$ cat src/sio_pkg.sv
// shared constants and types for the serial i/o unit
//
// What this block does
// - shift port drives clock on pin eight, up to 16 data bits on nine
// - shift port rates 1, 10 or 15 kbps, all counted in clock cycles
// - shift port active clock edge selectable rising or falling
// - shift input samples data a rate-dependent delay after active edge
// - shift output data stable a fixed time before each active edge
// - card data captured at strobe falling edge, least significant bit first
// - selectable low pin pulse aborts a card read
// - one card read takes at most 40 characters
// - card character parity and longitudinal check verified, failure reported
// - spi port full duplex as master or slave, up to 255 bits
// - spi master clock pin eight, data out pin nine, data in pin ten
// - one bit in on each rising and one bit out on each falling serial clock except the falling edge after the last bit
// - master selects lead first edge by 91.2 us, trail by 81.6 us
// - spi master rates 1, 10 or 20 kbps, counted in clock cycles
// - master data stable 5.4 us before rise, clock low 33 us
// - slave transfer ends early on a one at the abort pin
package sio_pkg;

  localparam int CLK_NS = 50;

  function automatic int cyc_up(input int ns);
    return (ns + CLK_NS - 1) / CLK_NS;
  endfunction

  function automatic int cyc_dn(input int ns);
    return (ns < CLK_NS) ? 1 : ns / CLK_NS;
  endfunction

  localparam int BS_SETUP_NS    = 10800;
  localparam int BS_TAE_NS      = 34800;
  localparam int BS_AET_15K_NS  = 10200;
  localparam int BS_AET_10K_NS  = 42000;
  localparam int BS_AET_1K_NS   = 939500;
  localparam int BS_HOLD_15K_NS = 9000;
  localparam int BS_HOLD_10K_NS = 40800;
  localparam int BS_HOLD_1K_NS  = 938200;
  localparam int SM_SETUP_NS    = 5400;
  localparam int SM_LOW_NS      = 33000;
  localparam int SM_HIGH_20K_NS = 25800;
  localparam int SM_HIGH_10K_NS = 67800;
  localparam int SM_HIGH_1K_NS  = 975000;
  localparam int SM_LEAD_NS     = 91200;
  localparam int SM_TAIL_NS     = 81600;

  localparam logic [15:0] BS_SETUP_CYC    = 16'(cyc_up(BS_SETUP_NS));
  localparam logic [15:0] BS_GAP_CYC      =
    16'(cyc_dn(BS_TAE_NS - BS_SETUP_NS));
  localparam logic [15:0] BS_AET_15K_CYC  = 16'(cyc_dn(BS_AET_15K_NS));
  localparam logic [15:0] BS_AET_10K_CYC  = 16'(cyc_dn(BS_AET_10K_NS));
  localparam logic [15:0] BS_HOLD_15K_CYC = 16'(cyc_dn(BS_HOLD_15K_NS));
  localparam logic [15:0] BS_HOLD_10K_CYC = 16'(cyc_dn(BS_HOLD_10K_NS));
  localparam logic [15:0] SM_LOW_CYC      = 16'(cyc_dn(SM_LOW_NS));
  localparam logic [15:0] SM_HIGH_20K_CYC = 16'(cyc_dn(SM_HIGH_20K_NS));
  localparam logic [15:0] SM_HIGH_10K_CYC = 16'(cyc_dn(SM_HIGH_10K_NS));
  localparam logic [15:0] SM_LEAD_CYC     = 16'(cyc_up(SM_LEAD_NS));
  localparam logic [15:0] SM_TAIL_CYC     = 16'(cyc_up(SM_TAIL_NS));

  localparam logic [1:0]  RATE_FAST    = 2'h2;
  localparam logic [1:0]  RATE_MID     = 2'h1;
  localparam int          BS_MAX_BITS  = 16;
  localparam int          MC_MAX_CHARS = 40;
  localparam logic [2:0]  MC_LAST_BIT  = 3'h4;
  localparam logic [4:0]  WORD_LAST    = 5'hf;
  localparam logic [7:0]  CS_IDLE      = 8'hff;
  localparam logic [15:0] WORD_RST     = 16'h0000;

  typedef enum logic [1:0] {
    SIO_BITSHIFT,
    SIO_MAGCARD,
    SIO_SPI_MASTER,
    SIO_SPI_SLAVE
  } sio_mode_type;

  typedef enum logic [3:0] {
    ST_IDLE,
    ST_BS_SETUP,
    ST_BS_ACT,
    ST_BS_GAP,
    ST_MC,
    ST_SM_LEAD,
    ST_SM_LOW,
    ST_SM_HIGH,
    ST_SM_TAIL,
    ST_SS,
    ST_END
  } sio_state_type;

endpackage

$ cat src/sio_top.sv
// serial i/o unit: shift port, card reader input and spi-style port
`timescale 1ns/1ps
module sio_top #(
  parameter int unsigned MAX_CHARS  = 40,
  parameter int unsigned BS_AET_1K  =
    sio_pkg::cyc_dn(sio_pkg::BS_AET_1K_NS),
  parameter int unsigned BS_HOLD_1K =
    sio_pkg::cyc_dn(sio_pkg::BS_HOLD_1K_NS),
  parameter int unsigned SM_HIGH_1K =
    sio_pkg::cyc_dn(sio_pkg::SM_HIGH_1K_NS)
) (
  input  wire logic                  clk,
  input  wire logic                  sys_rst,
  input  wire logic                  start,
  input  wire sio_pkg::sio_mode_type mode,
  input  wire logic [1:0]            rate,
  input  wire logic                  shift_out,
  input  wire logic                  edge_fall,
  input  wire logic [7:0]            bit_count,
  input  wire logic [15:0]           tx_data,
  input  wire logic [7:0]            cs_mask,
  input  wire logic                  abort_en,
  input  wire logic [2:0]            abort_sel,
  input  wire logic                  rx_ready,
  output logic      [15:0]           rx_data,
  output logic                       rx_valid,
  output logic                       busy,
  output logic                       done,
  output logic                       fault,
  output logic                       check_fail,
  output logic                       tx_taken,
  input  wire logic                  port_pin_eight_in,
  output logic                       port_pin_eight_out,
  output logic                       port_pin_eight_oe_n,
  input  wire logic                  port_pin_nine_in,
  output logic                       port_pin_nine_out,
  output logic                       port_pin_nine_oe_n,
  input  wire logic                  port_pin_ten_in,
  input  wire logic [7:0]            low_port_pins_in,
  output logic      [7:0]            low_port_pins_out,
  output logic      [7:0]            low_port_pins_oe_n
);

  if (MAX_CHARS < 1 || MAX_CHARS > sio_pkg::MC_MAX_CHARS) begin
    $error("MAX_CHARS out of range");
  end
  if (BS_AET_1K > 65535 || BS_HOLD_1K >= BS_AET_1K ||
      SM_HIGH_1K > 65535 || BS_HOLD_1K < 1) begin
    $error("slow rate counts do not fit the timer");
  end

  sio_pkg::sio_state_type state;
  logic [10:0] in1;
  logic [10:0] in2;
  logic        prev8;
  logic [15:0] tmr;
  logic [15:0] lim;
  logic [7:0]  bits_left;
  logic [5:0]  chars;
  logic [5:0]  char_lim;
  logic [1:0]  rate_q;
  logic        edge_q;
  logic        dir_out;
  logic        abort_flag;
  logic [15:0] sh_rx;
  logic [15:0] sh_tx;
  logic [4:0]  sub;
  logic [15:0] hold;
  logic        pend;
  logic [4:0]  ch;
  logic [2:0]  cbit;
  logic        mc_sync;
  logic [3:0]  longitudinal_check;
  logic [15:0] q2;
  logic        q2_valid;

  logic        go;
  logic        tmr_end;
  logic        stall;
  logic        sclk_rise;
  logic        sclk_fall;
  logic        abort_pin;
  logic        bs_sample;
  logic        bs_next;
  logic        spi_rise;
  logic        spi_fall;
  logic        last_bit;
  logic        rx_bit;
  logic [15:0] rx_word;
  logic        mc_bit;
  logic [4:0]  mc_char;
  logic        mc_done;
  logic        mc_last;
  logic        fifo_take;
  logic        fifo_pop;

  function automatic logic [15:0] bs_aet(input logic [1:0] r);
    case (r)
      sio_pkg::RATE_FAST: return sio_pkg::BS_AET_15K_CYC;
      sio_pkg::RATE_MID:  return sio_pkg::BS_AET_10K_CYC;
      default:            return BS_AET_1K[15:0];
    endcase
  endfunction

  function automatic logic [15:0] bs_hold(input logic [1:0] r);
    case (r)
      sio_pkg::RATE_FAST: return sio_pkg::BS_HOLD_15K_CYC;
      sio_pkg::RATE_MID:  return sio_pkg::BS_HOLD_10K_CYC;
      default:            return BS_HOLD_1K[15:0];
    endcase
  endfunction

  function automatic logic [15:0] sm_high(input logic [1:0] r);
    case (r)
      sio_pkg::RATE_FAST: return sio_pkg::SM_HIGH_20K_CYC;
      sio_pkg::RATE_MID:  return sio_pkg::SM_HIGH_10K_CYC;
      default:            return SM_HIGH_1K[15:0];
    endcase
  endfunction

  // two-stage synchroniser for every pin read by the block
  always_ff @(posedge clk) begin
    if (sys_rst) begin
      in1   <= 11'h000;
      in2   <= 11'h000;
      prev8 <= 1'b0;
    end else begin
      in1   <= {port_pin_ten_in, port_pin_nine_in, port_pin_eight_in,
                low_port_pins_in};
      in2   <= in1;
      prev8 <= in2[8];
    end
  end

  // phase length for the timed states
  always_comb begin
    unique case (state)
      sio_pkg::ST_BS_SETUP: lim = sio_pkg::BS_SETUP_CYC;
      sio_pkg::ST_BS_ACT:   lim = bs_aet(rate_q);
      sio_pkg::ST_BS_GAP:   lim = sio_pkg::BS_GAP_CYC;
      sio_pkg::ST_SM_LEAD:  lim = sio_pkg::SM_LEAD_CYC;
      sio_pkg::ST_SM_LOW:   lim = sio_pkg::SM_LOW_CYC;
      sio_pkg::ST_SM_HIGH:  lim = sm_high(rate_q);
      sio_pkg::ST_SM_TAIL:  lim = sio_pkg::SM_TAIL_CYC;
      default:              lim = 16'h0001;
    endcase
  end

  assign go        = (state == sio_pkg::ST_IDLE) && start;
  assign tmr_end   = (tmr == lim - 16'h0001);
  assign stall     = (state == sio_pkg::ST_SM_LOW) && pend;
  assign sclk_rise = in2[8] && !prev8;
  assign sclk_fall = !in2[8] && prev8;
  assign abort_pin = abort_en && in2[abort_sel];
  assign last_bit  = (bits_left == 8'h01);
  assign bs_sample = (state == sio_pkg::ST_BS_ACT) && !dir_out &&
                     (tmr == bs_hold(rate_q) - 16'h0001);
  assign bs_next   = (state == sio_pkg::ST_BS_GAP) && tmr_end;
  assign spi_rise  = ((state == sio_pkg::ST_SM_LEAD) && tmr_end) ||
                     ((state == sio_pkg::ST_SM_LOW) && tmr_end && !pend) ||
                     ((state == sio_pkg::ST_SS) && sclk_rise);
  assign spi_fall  = ((state == sio_pkg::ST_SM_HIGH) && tmr_end &&
                      bits_left != 8'h00) ||
                     ((state == sio_pkg::ST_SS) && sclk_fall);
  assign rx_bit    = (state == sio_pkg::ST_BS_ACT) ? in2[9] : in2[10];
  assign rx_word   = {sh_rx[14:0], rx_bit};
  assign mc_bit    = (state == sio_pkg::ST_MC) && sclk_fall &&
                     (mc_sync || in2[9]);
  assign mc_char   = {in2[9], ch[4:1]};
  assign mc_done   = mc_bit && (cbit == sio_pkg::MC_LAST_BIT);
  assign mc_last   = (chars == char_lim - 6'h01);
  assign fifo_take = pend && !q2_valid;
  assign fifo_pop  = rx_valid && rx_ready;

  // sequencing, timing, clock pin, selects and outcome
  always_ff @(posedge clk) begin
    done <= 1'b0;
    fault <= 1'b0;
    if (sys_rst) begin
      state               <= sio_pkg::ST_IDLE;
      tmr                 <= 16'h0000;
      bits_left           <= 8'h00;
      chars               <= 6'h00;
      char_lim            <= 6'h00;
      rate_q              <= 2'h0;
      edge_q              <= 1'b0;
      dir_out             <= 1'b0;
      abort_flag          <= 1'b0;
      busy                <= 1'b0;
      port_pin_eight_out  <= 1'b0;
      port_pin_eight_oe_n <= 1'b1;
      port_pin_nine_oe_n  <= 1'b1;
      low_port_pins_out   <= sio_pkg::CS_IDLE;
      low_port_pins_oe_n  <= sio_pkg::CS_IDLE;
    end else begin
      if (tmr_end && !stall) begin
        tmr <= 16'h0000;
      end else if (!tmr_end) begin
        tmr <= tmr + 16'h0001;
      end
      if (spi_rise || (state == sio_pkg::ST_BS_ACT && tmr_end)) begin
        bits_left <= bits_left - 8'h01;
      end
      unique case (state)
        sio_pkg::ST_IDLE: begin
          low_port_pins_out  <= sio_pkg::CS_IDLE;
          low_port_pins_oe_n <= ~cs_mask;
          if (start) begin
            busy       <= 1'b1;
            tmr        <= 16'h0000;
            rate_q     <= rate;
            edge_q     <= edge_fall;
            dir_out    <= shift_out;
            abort_flag <= 1'b0;
            chars      <= 6'h00;
            bits_left  <= bit_count;
            char_lim   <= (bit_count > 8'(MAX_CHARS)) ?
                          6'(MAX_CHARS) : bit_count[5:0];
            if (bit_count == 8'h00) begin
              state <= sio_pkg::ST_END;
            end else begin
              unique case (mode)
                sio_pkg::SIO_BITSHIFT: begin
                  state               <= sio_pkg::ST_BS_SETUP;
                  port_pin_eight_out  <= edge_fall;
                  port_pin_eight_oe_n <= 1'b0;
                  port_pin_nine_oe_n  <= ~shift_out;
                  if (bit_count > 8'(sio_pkg::BS_MAX_BITS)) begin
                    bits_left <= 8'(sio_pkg::BS_MAX_BITS);
                  end
                end
                sio_pkg::SIO_MAGCARD: begin
                  state <= sio_pkg::ST_MC;
                end
                sio_pkg::SIO_SPI_MASTER: begin
                  state               <= sio_pkg::ST_SM_LEAD;
                  port_pin_eight_out  <= 1'b0;
                  port_pin_eight_oe_n <= 1'b0;
                  port_pin_nine_oe_n  <= 1'b0;
                  low_port_pins_out   <= ~cs_mask;
                end
                sio_pkg::SIO_SPI_SLAVE: begin
                  state              <= sio_pkg::ST_SS;
                  port_pin_nine_oe_n <= 1'b0;
                end
              endcase
            end
          end
        end
        sio_pkg::ST_BS_SETUP: begin
          if (tmr_end) begin
            port_pin_eight_out <= ~edge_q;
            state              <= sio_pkg::ST_BS_ACT;
          end
        end
        sio_pkg::ST_BS_ACT: begin
          if (tmr_end) begin
            port_pin_eight_out <= edge_q;
            state <= last_bit ? sio_pkg::ST_END : sio_pkg::ST_BS_GAP;
          end
        end
        sio_pkg::ST_BS_GAP: begin
          if (tmr_end) begin
            state <= sio_pkg::ST_BS_SETUP;
          end
        end
        sio_pkg::ST_MC: begin
          if (abort_pin) begin
            abort_flag <= 1'b1;
            state      <= sio_pkg::ST_END;
          end else if (mc_done) begin
            chars <= chars + 6'h01;
            if (mc_last) begin
              state <= sio_pkg::ST_END;
            end
          end
        end
        sio_pkg::ST_SM_LEAD, sio_pkg::ST_SM_LOW: begin
          if (spi_rise) begin
            port_pin_eight_out <= 1'b1;
            state              <= sio_pkg::ST_SM_HIGH;
          end
        end
        sio_pkg::ST_SM_HIGH: begin
          if (tmr_end) begin
            port_pin_eight_out <= 1'b0;
            state <= (bits_left == 8'h00) ? sio_pkg::ST_SM_TAIL
                                          : sio_pkg::ST_SM_LOW;
          end
        end
        sio_pkg::ST_SM_TAIL: begin
          if (tmr_end) begin
            low_port_pins_out <= sio_pkg::CS_IDLE;
            state             <= sio_pkg::ST_END;
          end
        end
        sio_pkg::ST_SS: begin
          if (abort_pin) begin
            abort_flag <= 1'b1;
            state      <= sio_pkg::ST_END;
          end else if (spi_rise && last_bit) begin
            state <= sio_pkg::ST_END;
          end
        end
        sio_pkg::ST_END: begin
          port_pin_eight_oe_n <= 1'b1;
          port_pin_nine_oe_n  <= 1'b1;
          if (!pend) begin
            busy  <= 1'b0;
            done  <= !(abort_flag || check_fail);
            fault <= abort_flag || check_fail;
            state <= sio_pkg::ST_IDLE;
          end
        end
      endcase
    end
  end

  // data shifting, card character checks and the word hand-off
  always_ff @(posedge clk) begin
    tx_taken <= 1'b0;
    if (sys_rst) begin
      sh_rx             <= sio_pkg::WORD_RST;
      sh_tx             <= sio_pkg::WORD_RST;
      hold              <= sio_pkg::WORD_RST;
      sub               <= 5'h00;
      pend              <= 1'b0;
      ch                <= 5'h00;
      cbit              <= 3'h0;
      mc_sync           <= 1'b0;
      longitudinal_check               <= 4'h0;
      check_fail        <= 1'b0;
      port_pin_nine_out <= 1'b0;
    end else begin
      if (fifo_take) begin
        pend <= 1'b0;
      end
      if (go) begin
        sh_rx             <= sio_pkg::WORD_RST;
        sh_tx             <= tx_data;
        port_pin_nine_out <= tx_data[15];
        sub               <= 5'h00;
        cbit              <= 3'h0;
        mc_sync           <= 1'b0;
        longitudinal_check               <= 4'h0;
        check_fail        <= 1'b0;
      end
      if (bs_sample || spi_rise) begin
        sh_rx <= rx_word;
        sub   <= (sub == sio_pkg::WORD_LAST) ? 5'h00 : sub + 5'h01;
        if (sub == sio_pkg::WORD_LAST || last_bit) begin
          hold <= rx_word;
          pend <= 1'b1;
        end
      end
      if (bs_next || spi_fall) begin
        if (sub == 5'h00 && !bs_next) begin
          sh_tx             <= tx_data;
          port_pin_nine_out <= tx_data[15];
          tx_taken          <= 1'b1;
        end else begin
          sh_tx             <= {sh_tx[14:0], 1'b0};
          port_pin_nine_out <= sh_tx[14];
        end
      end
      if (mc_bit) begin
        mc_sync <= 1'b1;
        ch      <= mc_char;
        cbit    <= mc_done ? 3'h0 : cbit + 3'h1;
        if (mc_done) begin
          longitudinal_check  <= longitudinal_check ^ mc_char[3:0];
          hold <= {11'h000, mc_char};
          pend <= 1'b1;
          if (!(^mc_char)) begin
            check_fail <= 1'b1;
          end
          if (mc_last && (longitudinal_check ^ mc_char[3:0]) != 4'h0) begin
            check_fail <= 1'b1;
          end
        end
      end
    end
  end

  // two-entry buffer between the shifter and the receiver
  always_ff @(posedge clk) begin
    if (sys_rst) begin
      rx_data  <= sio_pkg::WORD_RST;
      rx_valid <= 1'b0;
      q2       <= sio_pkg::WORD_RST;
      q2_valid <= 1'b0;
    end else if (fifo_pop) begin
      if (q2_valid) begin
        rx_data  <= q2;
        q2       <= hold;
        q2_valid <= fifo_take;
      end else begin
        rx_data  <= hold;
        rx_valid <= fifo_take;
      end
    end else if (fifo_take) begin
      if (!rx_valid) begin
        rx_data  <= hold;
        rx_valid <= 1'b1;
      end else begin
        q2       <= hold;
        q2_valid <= 1'b1;
      end
    end
  end

endmodule

$ cat config.mk
export PLATFORM = sky130hd
export DESIGN_NAME = sio_top
export DESIGN_NICKNAME = d
export VERILOG_FILES = /design/src/sio_pkg.sv /design/src/sio_top.sv
export SDC_FILE = /design/constraint.sdc
export NUM_CORES = 1
export LEC_CHECK = 0
export ABC_AREA = 1
export BUFFER_PORTS_ARGS = -buffer_cell sky130_fd_sc_hd__clkbuf_2
export CORE_MARGIN = 2
export CORE_UTILIZATION = 50
export CTS_BUF_LIST = sky130_fd_sc_hd__clkbuf_8
export DETAILED_ROUTE_END_ITERATION = 12
export GPL_TIMING_DRIVEN = 0
export PLACE_DENSITY = 0.77
export SLEW_MARGIN = 25
export SYNTH_ARGS = -nofsm -noshare
export SYNTH_HDL_FRONTEND = slang
export SYNTH_SLANG_ARGS = --single-unit
$ cat constraint.sdc
create_clock -name clk -period 4.55 [get_ports clk]
set_clock_uncertainty 0.2 [all_clocks]
set_input_delay 0.455 -clock clk [delete_from_list [all_inputs] [get_ports clk]]
set_output_delay 0.455 -clock clk [all_outputs]
set_load 0.05 [all_outputs]
==> run summary <==
status: finished, final reports clean
Post-synth ARST share: 0
first-pass GRT wire length: 38.6 mm
post-CTS setup buffer count: 0
RSZ-0062 raised after global routing: no
Slowest Stage Delay on Critical Path: 390 ps
global-route met1 utilization: 0.318
initial cell density of the core: 0.514
slew of the pin with the lowest slew margin: 704 ps
core area: 18100 µm²
final hold vios: 0
largest net degree at the start of global routing: 23
number of port buffers: 97
Crit. End Element: flip-flop
Worst slew margin: 0.531
clock sink count: 191
CP max FO: 10
Root Buffer: clkbuf_8
syn_nets: 1389
post-DP HPWL: 17.1 mm
Peak Freq: 0.312 GHz
Critical-path top delay cell: dfxtp_1
CTS Hold Buffers Added: 20
clock-pin slew on the worst setup and hold paths: 110 ps
placed insts: 1641
Die Y: 140 µm
setup_tns: 0 ps
GRT Total Usage: 0.239
crit path buf inv count: 5
top_reg_cell synth: dfxtp_1
EDFF count, synth: 0
die footprint: 19700 µm²
Rows: 49
delay-heaviest family, CP: simple AND/OR/NAND/NOR gates
Vias: 8969
CTS Buf Count: 17
Netlist cell types: 47
Iter 0 DRT Violations: 725
Tcrit/Tclk final: 0.705
diode count: 0
Finished Layout Cells: 1693
GR Util met2: 0.383
CP Data Arrival Time: 3370 ps
Final Net Count: 1525
H-tree depth: 4
initial antenna violation count: 0
final worst setup slack: 1340 ps
syn avg cell area: 7.07 µm²
layout cells sized above 1: 0.133
post_cts resized: 0
GP Congestion: 0.961
Crit Path Class: reg2reg
Die W: 140 µm
share of the core filled with cells: 0.592
peak-usage layer in the global routing report: met2
DRT Pass-1 Iters: 5
Seq cells post-synth: 191
Hold WC Path Type: in2reg
Max clock buf depth: 2
vias per cell: 5.30
hold slack: 65.1 ps
Skew-Pair Late Insertion Delay: 480 ps
CP Data Required Time: 4710 ps
Final min period: 3210 ps
CTS tree: yes
pre-CTS setup slack: 1400 ps
synthesized area: 9300 µm²
power per cell area: 488 nW/µm²
sequential fraction of the synthesis area: 0.411
Residual DRC: 0
P_leak: 4.97 nW
area grow syn2layout: 15.2%
met3 GRT Util: 0.0479
most frequent CP cell: inv_1
GRT overflow: 0
Routed WL per cell: 13.7 µm
max-cap violations: 0
endpoints failing setup: 0
Routed Antenna Nets: 0
Top Ports: 99
worst vdd ir: 0.252 mV
Post-Syn Instances: 1315
Pins Over Slew Limit: 0
startpoint types: flip-flop
final WL: 23.2 mm
CP Cell Sequence: nor2_4, inv_1, nor2_1, inv_2, nor2_2, inv_1, nand2_1, inv_1, nand2_1, buf_2, nor2_1
number of global-route vias before repair: 8167
Synth Warn #: 0
-- Yosys cell counts (all sizes together) (2+ instances only) --
cell type  instances  share of area
nor4               4         0.0027
mux2i             12          0.013
or2                3         0.0020
nand2            248           0.11
nand3b             4         0.0032
xnor2              9         0.0085
ha                17          0.023
nand3            119          0.071
a31oi              3         0.0020
buf               18          0.015
clkinv             2         0.0013
o211ai             7         0.0057
clkbuf            30          0.012
nor2             198          0.087
and3               2         0.0013
xor2              21          0.020
o22ai              5         0.0034
inv              165          0.067
nand4             16          0.011
dfxtp            191           0.41
nor3              21          0.013
a21oi             97          0.053
o21ai            118          0.065
-- power by group --
| group | switching (W) | internal [W] | total [W] | leakage (nW) |
|---|---|---|---|---|
| registers | 0.000137 | 0.00187 | 0.00201 | 1.55 |
| logic | 0.00143 | 0.000622 | 0.00205 | 3.21 |
| clock network | 0.000733 | 0.000438 | 0.00117 | 0.215 |
-- metrics by stage --
stage | power, W | instance area, µm²
CTS | 0.00523 | 10700
global route | 0.00557 | 10700
finish | 0.00523 | 10700
global placement | 0.00401 | 10100
floorplan | 0.00359 | 9300
detailed placement | 0.00405 | 10100
-- layer usage --
layer | routed length, µm | vias to the layer above
met5 | 0 | -
met4 | 653 | 0
met3 | 1520 | 49
met2 | 10600 | 283
met1 | 10400 | 4117
li1 | - | 4520
-- path summary, 6_finish.rpt --
check,start,to,slack [ps],depth (start not counted)
setup / recovery,state[3],tmr[9],1340,11
hold reg to reg,in1[3],in2[3],210,2
setup reg to reg,state[3],tmr[9],1340,11
hold / removal,bit_count[0],char_lim[0],70,3
-- state kept, by name (all words and copies together) (netlist names), 4 cells and up --
name	cells
low_port_pins_out	8
ch	4
sh_tx	15
in1	11
char_lim	6
bits_left	8
sh_rx	15
longitudinal_check	4
rx_data	16
sub	5
low_port_pins_oe_n	8
tmr	16
state	4
q2	16
chars	6
hold	16
in2	11
-- worst min-delay path, cell delays in order --
cell      delay, ps
clkbuf_2        100
nand3_1          80
o22ai_1          70
-- placed cells by master, fill, tap and decap left out, types with 6 or more instances in the layout --
cell type      instances
a21oi_1               96
buf_2                  6
buf_6                  7
clkbuf_1              30
clkbuf_2              97
clkbuf_8              17
clkinv_8               7
dfxtp_1              191
dlygate4sd3_1         20
ha_1                  17
inv_1                154
inv_2                 11
mux2i_1               12
nand2_1              237
nand2_2                7
nand3_1              111
nand4_1               16
nor2_1               187
nor3_1                19
o211ai_1               7
o21ai_0              107
o21ai_1                9
xnor2_1                9
xor2_1                21
-- cell families after synthesis --
logic type,Yosys count,share of synthesized area
and+or+nand+nor,616,0.298
DFF,191,0.411
buffers and inverters,215,0.0946
muxes,12,0.0129
adders and majority gates,17,0.0229
AOI/OAI and AO/OA,234,0.132
xor gates and xnor gates,30,0.0283
-- final cells by class --
class | count | area, µm²
clock inverters | 15 | 209
multi-input cells | 909 | 4600
inverters | 167 | 632
flip-flops and latches | 191 | 3820
fillers | 1700 | 7370
plain buffers | 48 | 248
well taps | 229 | 287
clock buffers | 17 | 234
repair buffers | 117 | 686
Note: power is estimated with default switching activity, not from simulation.
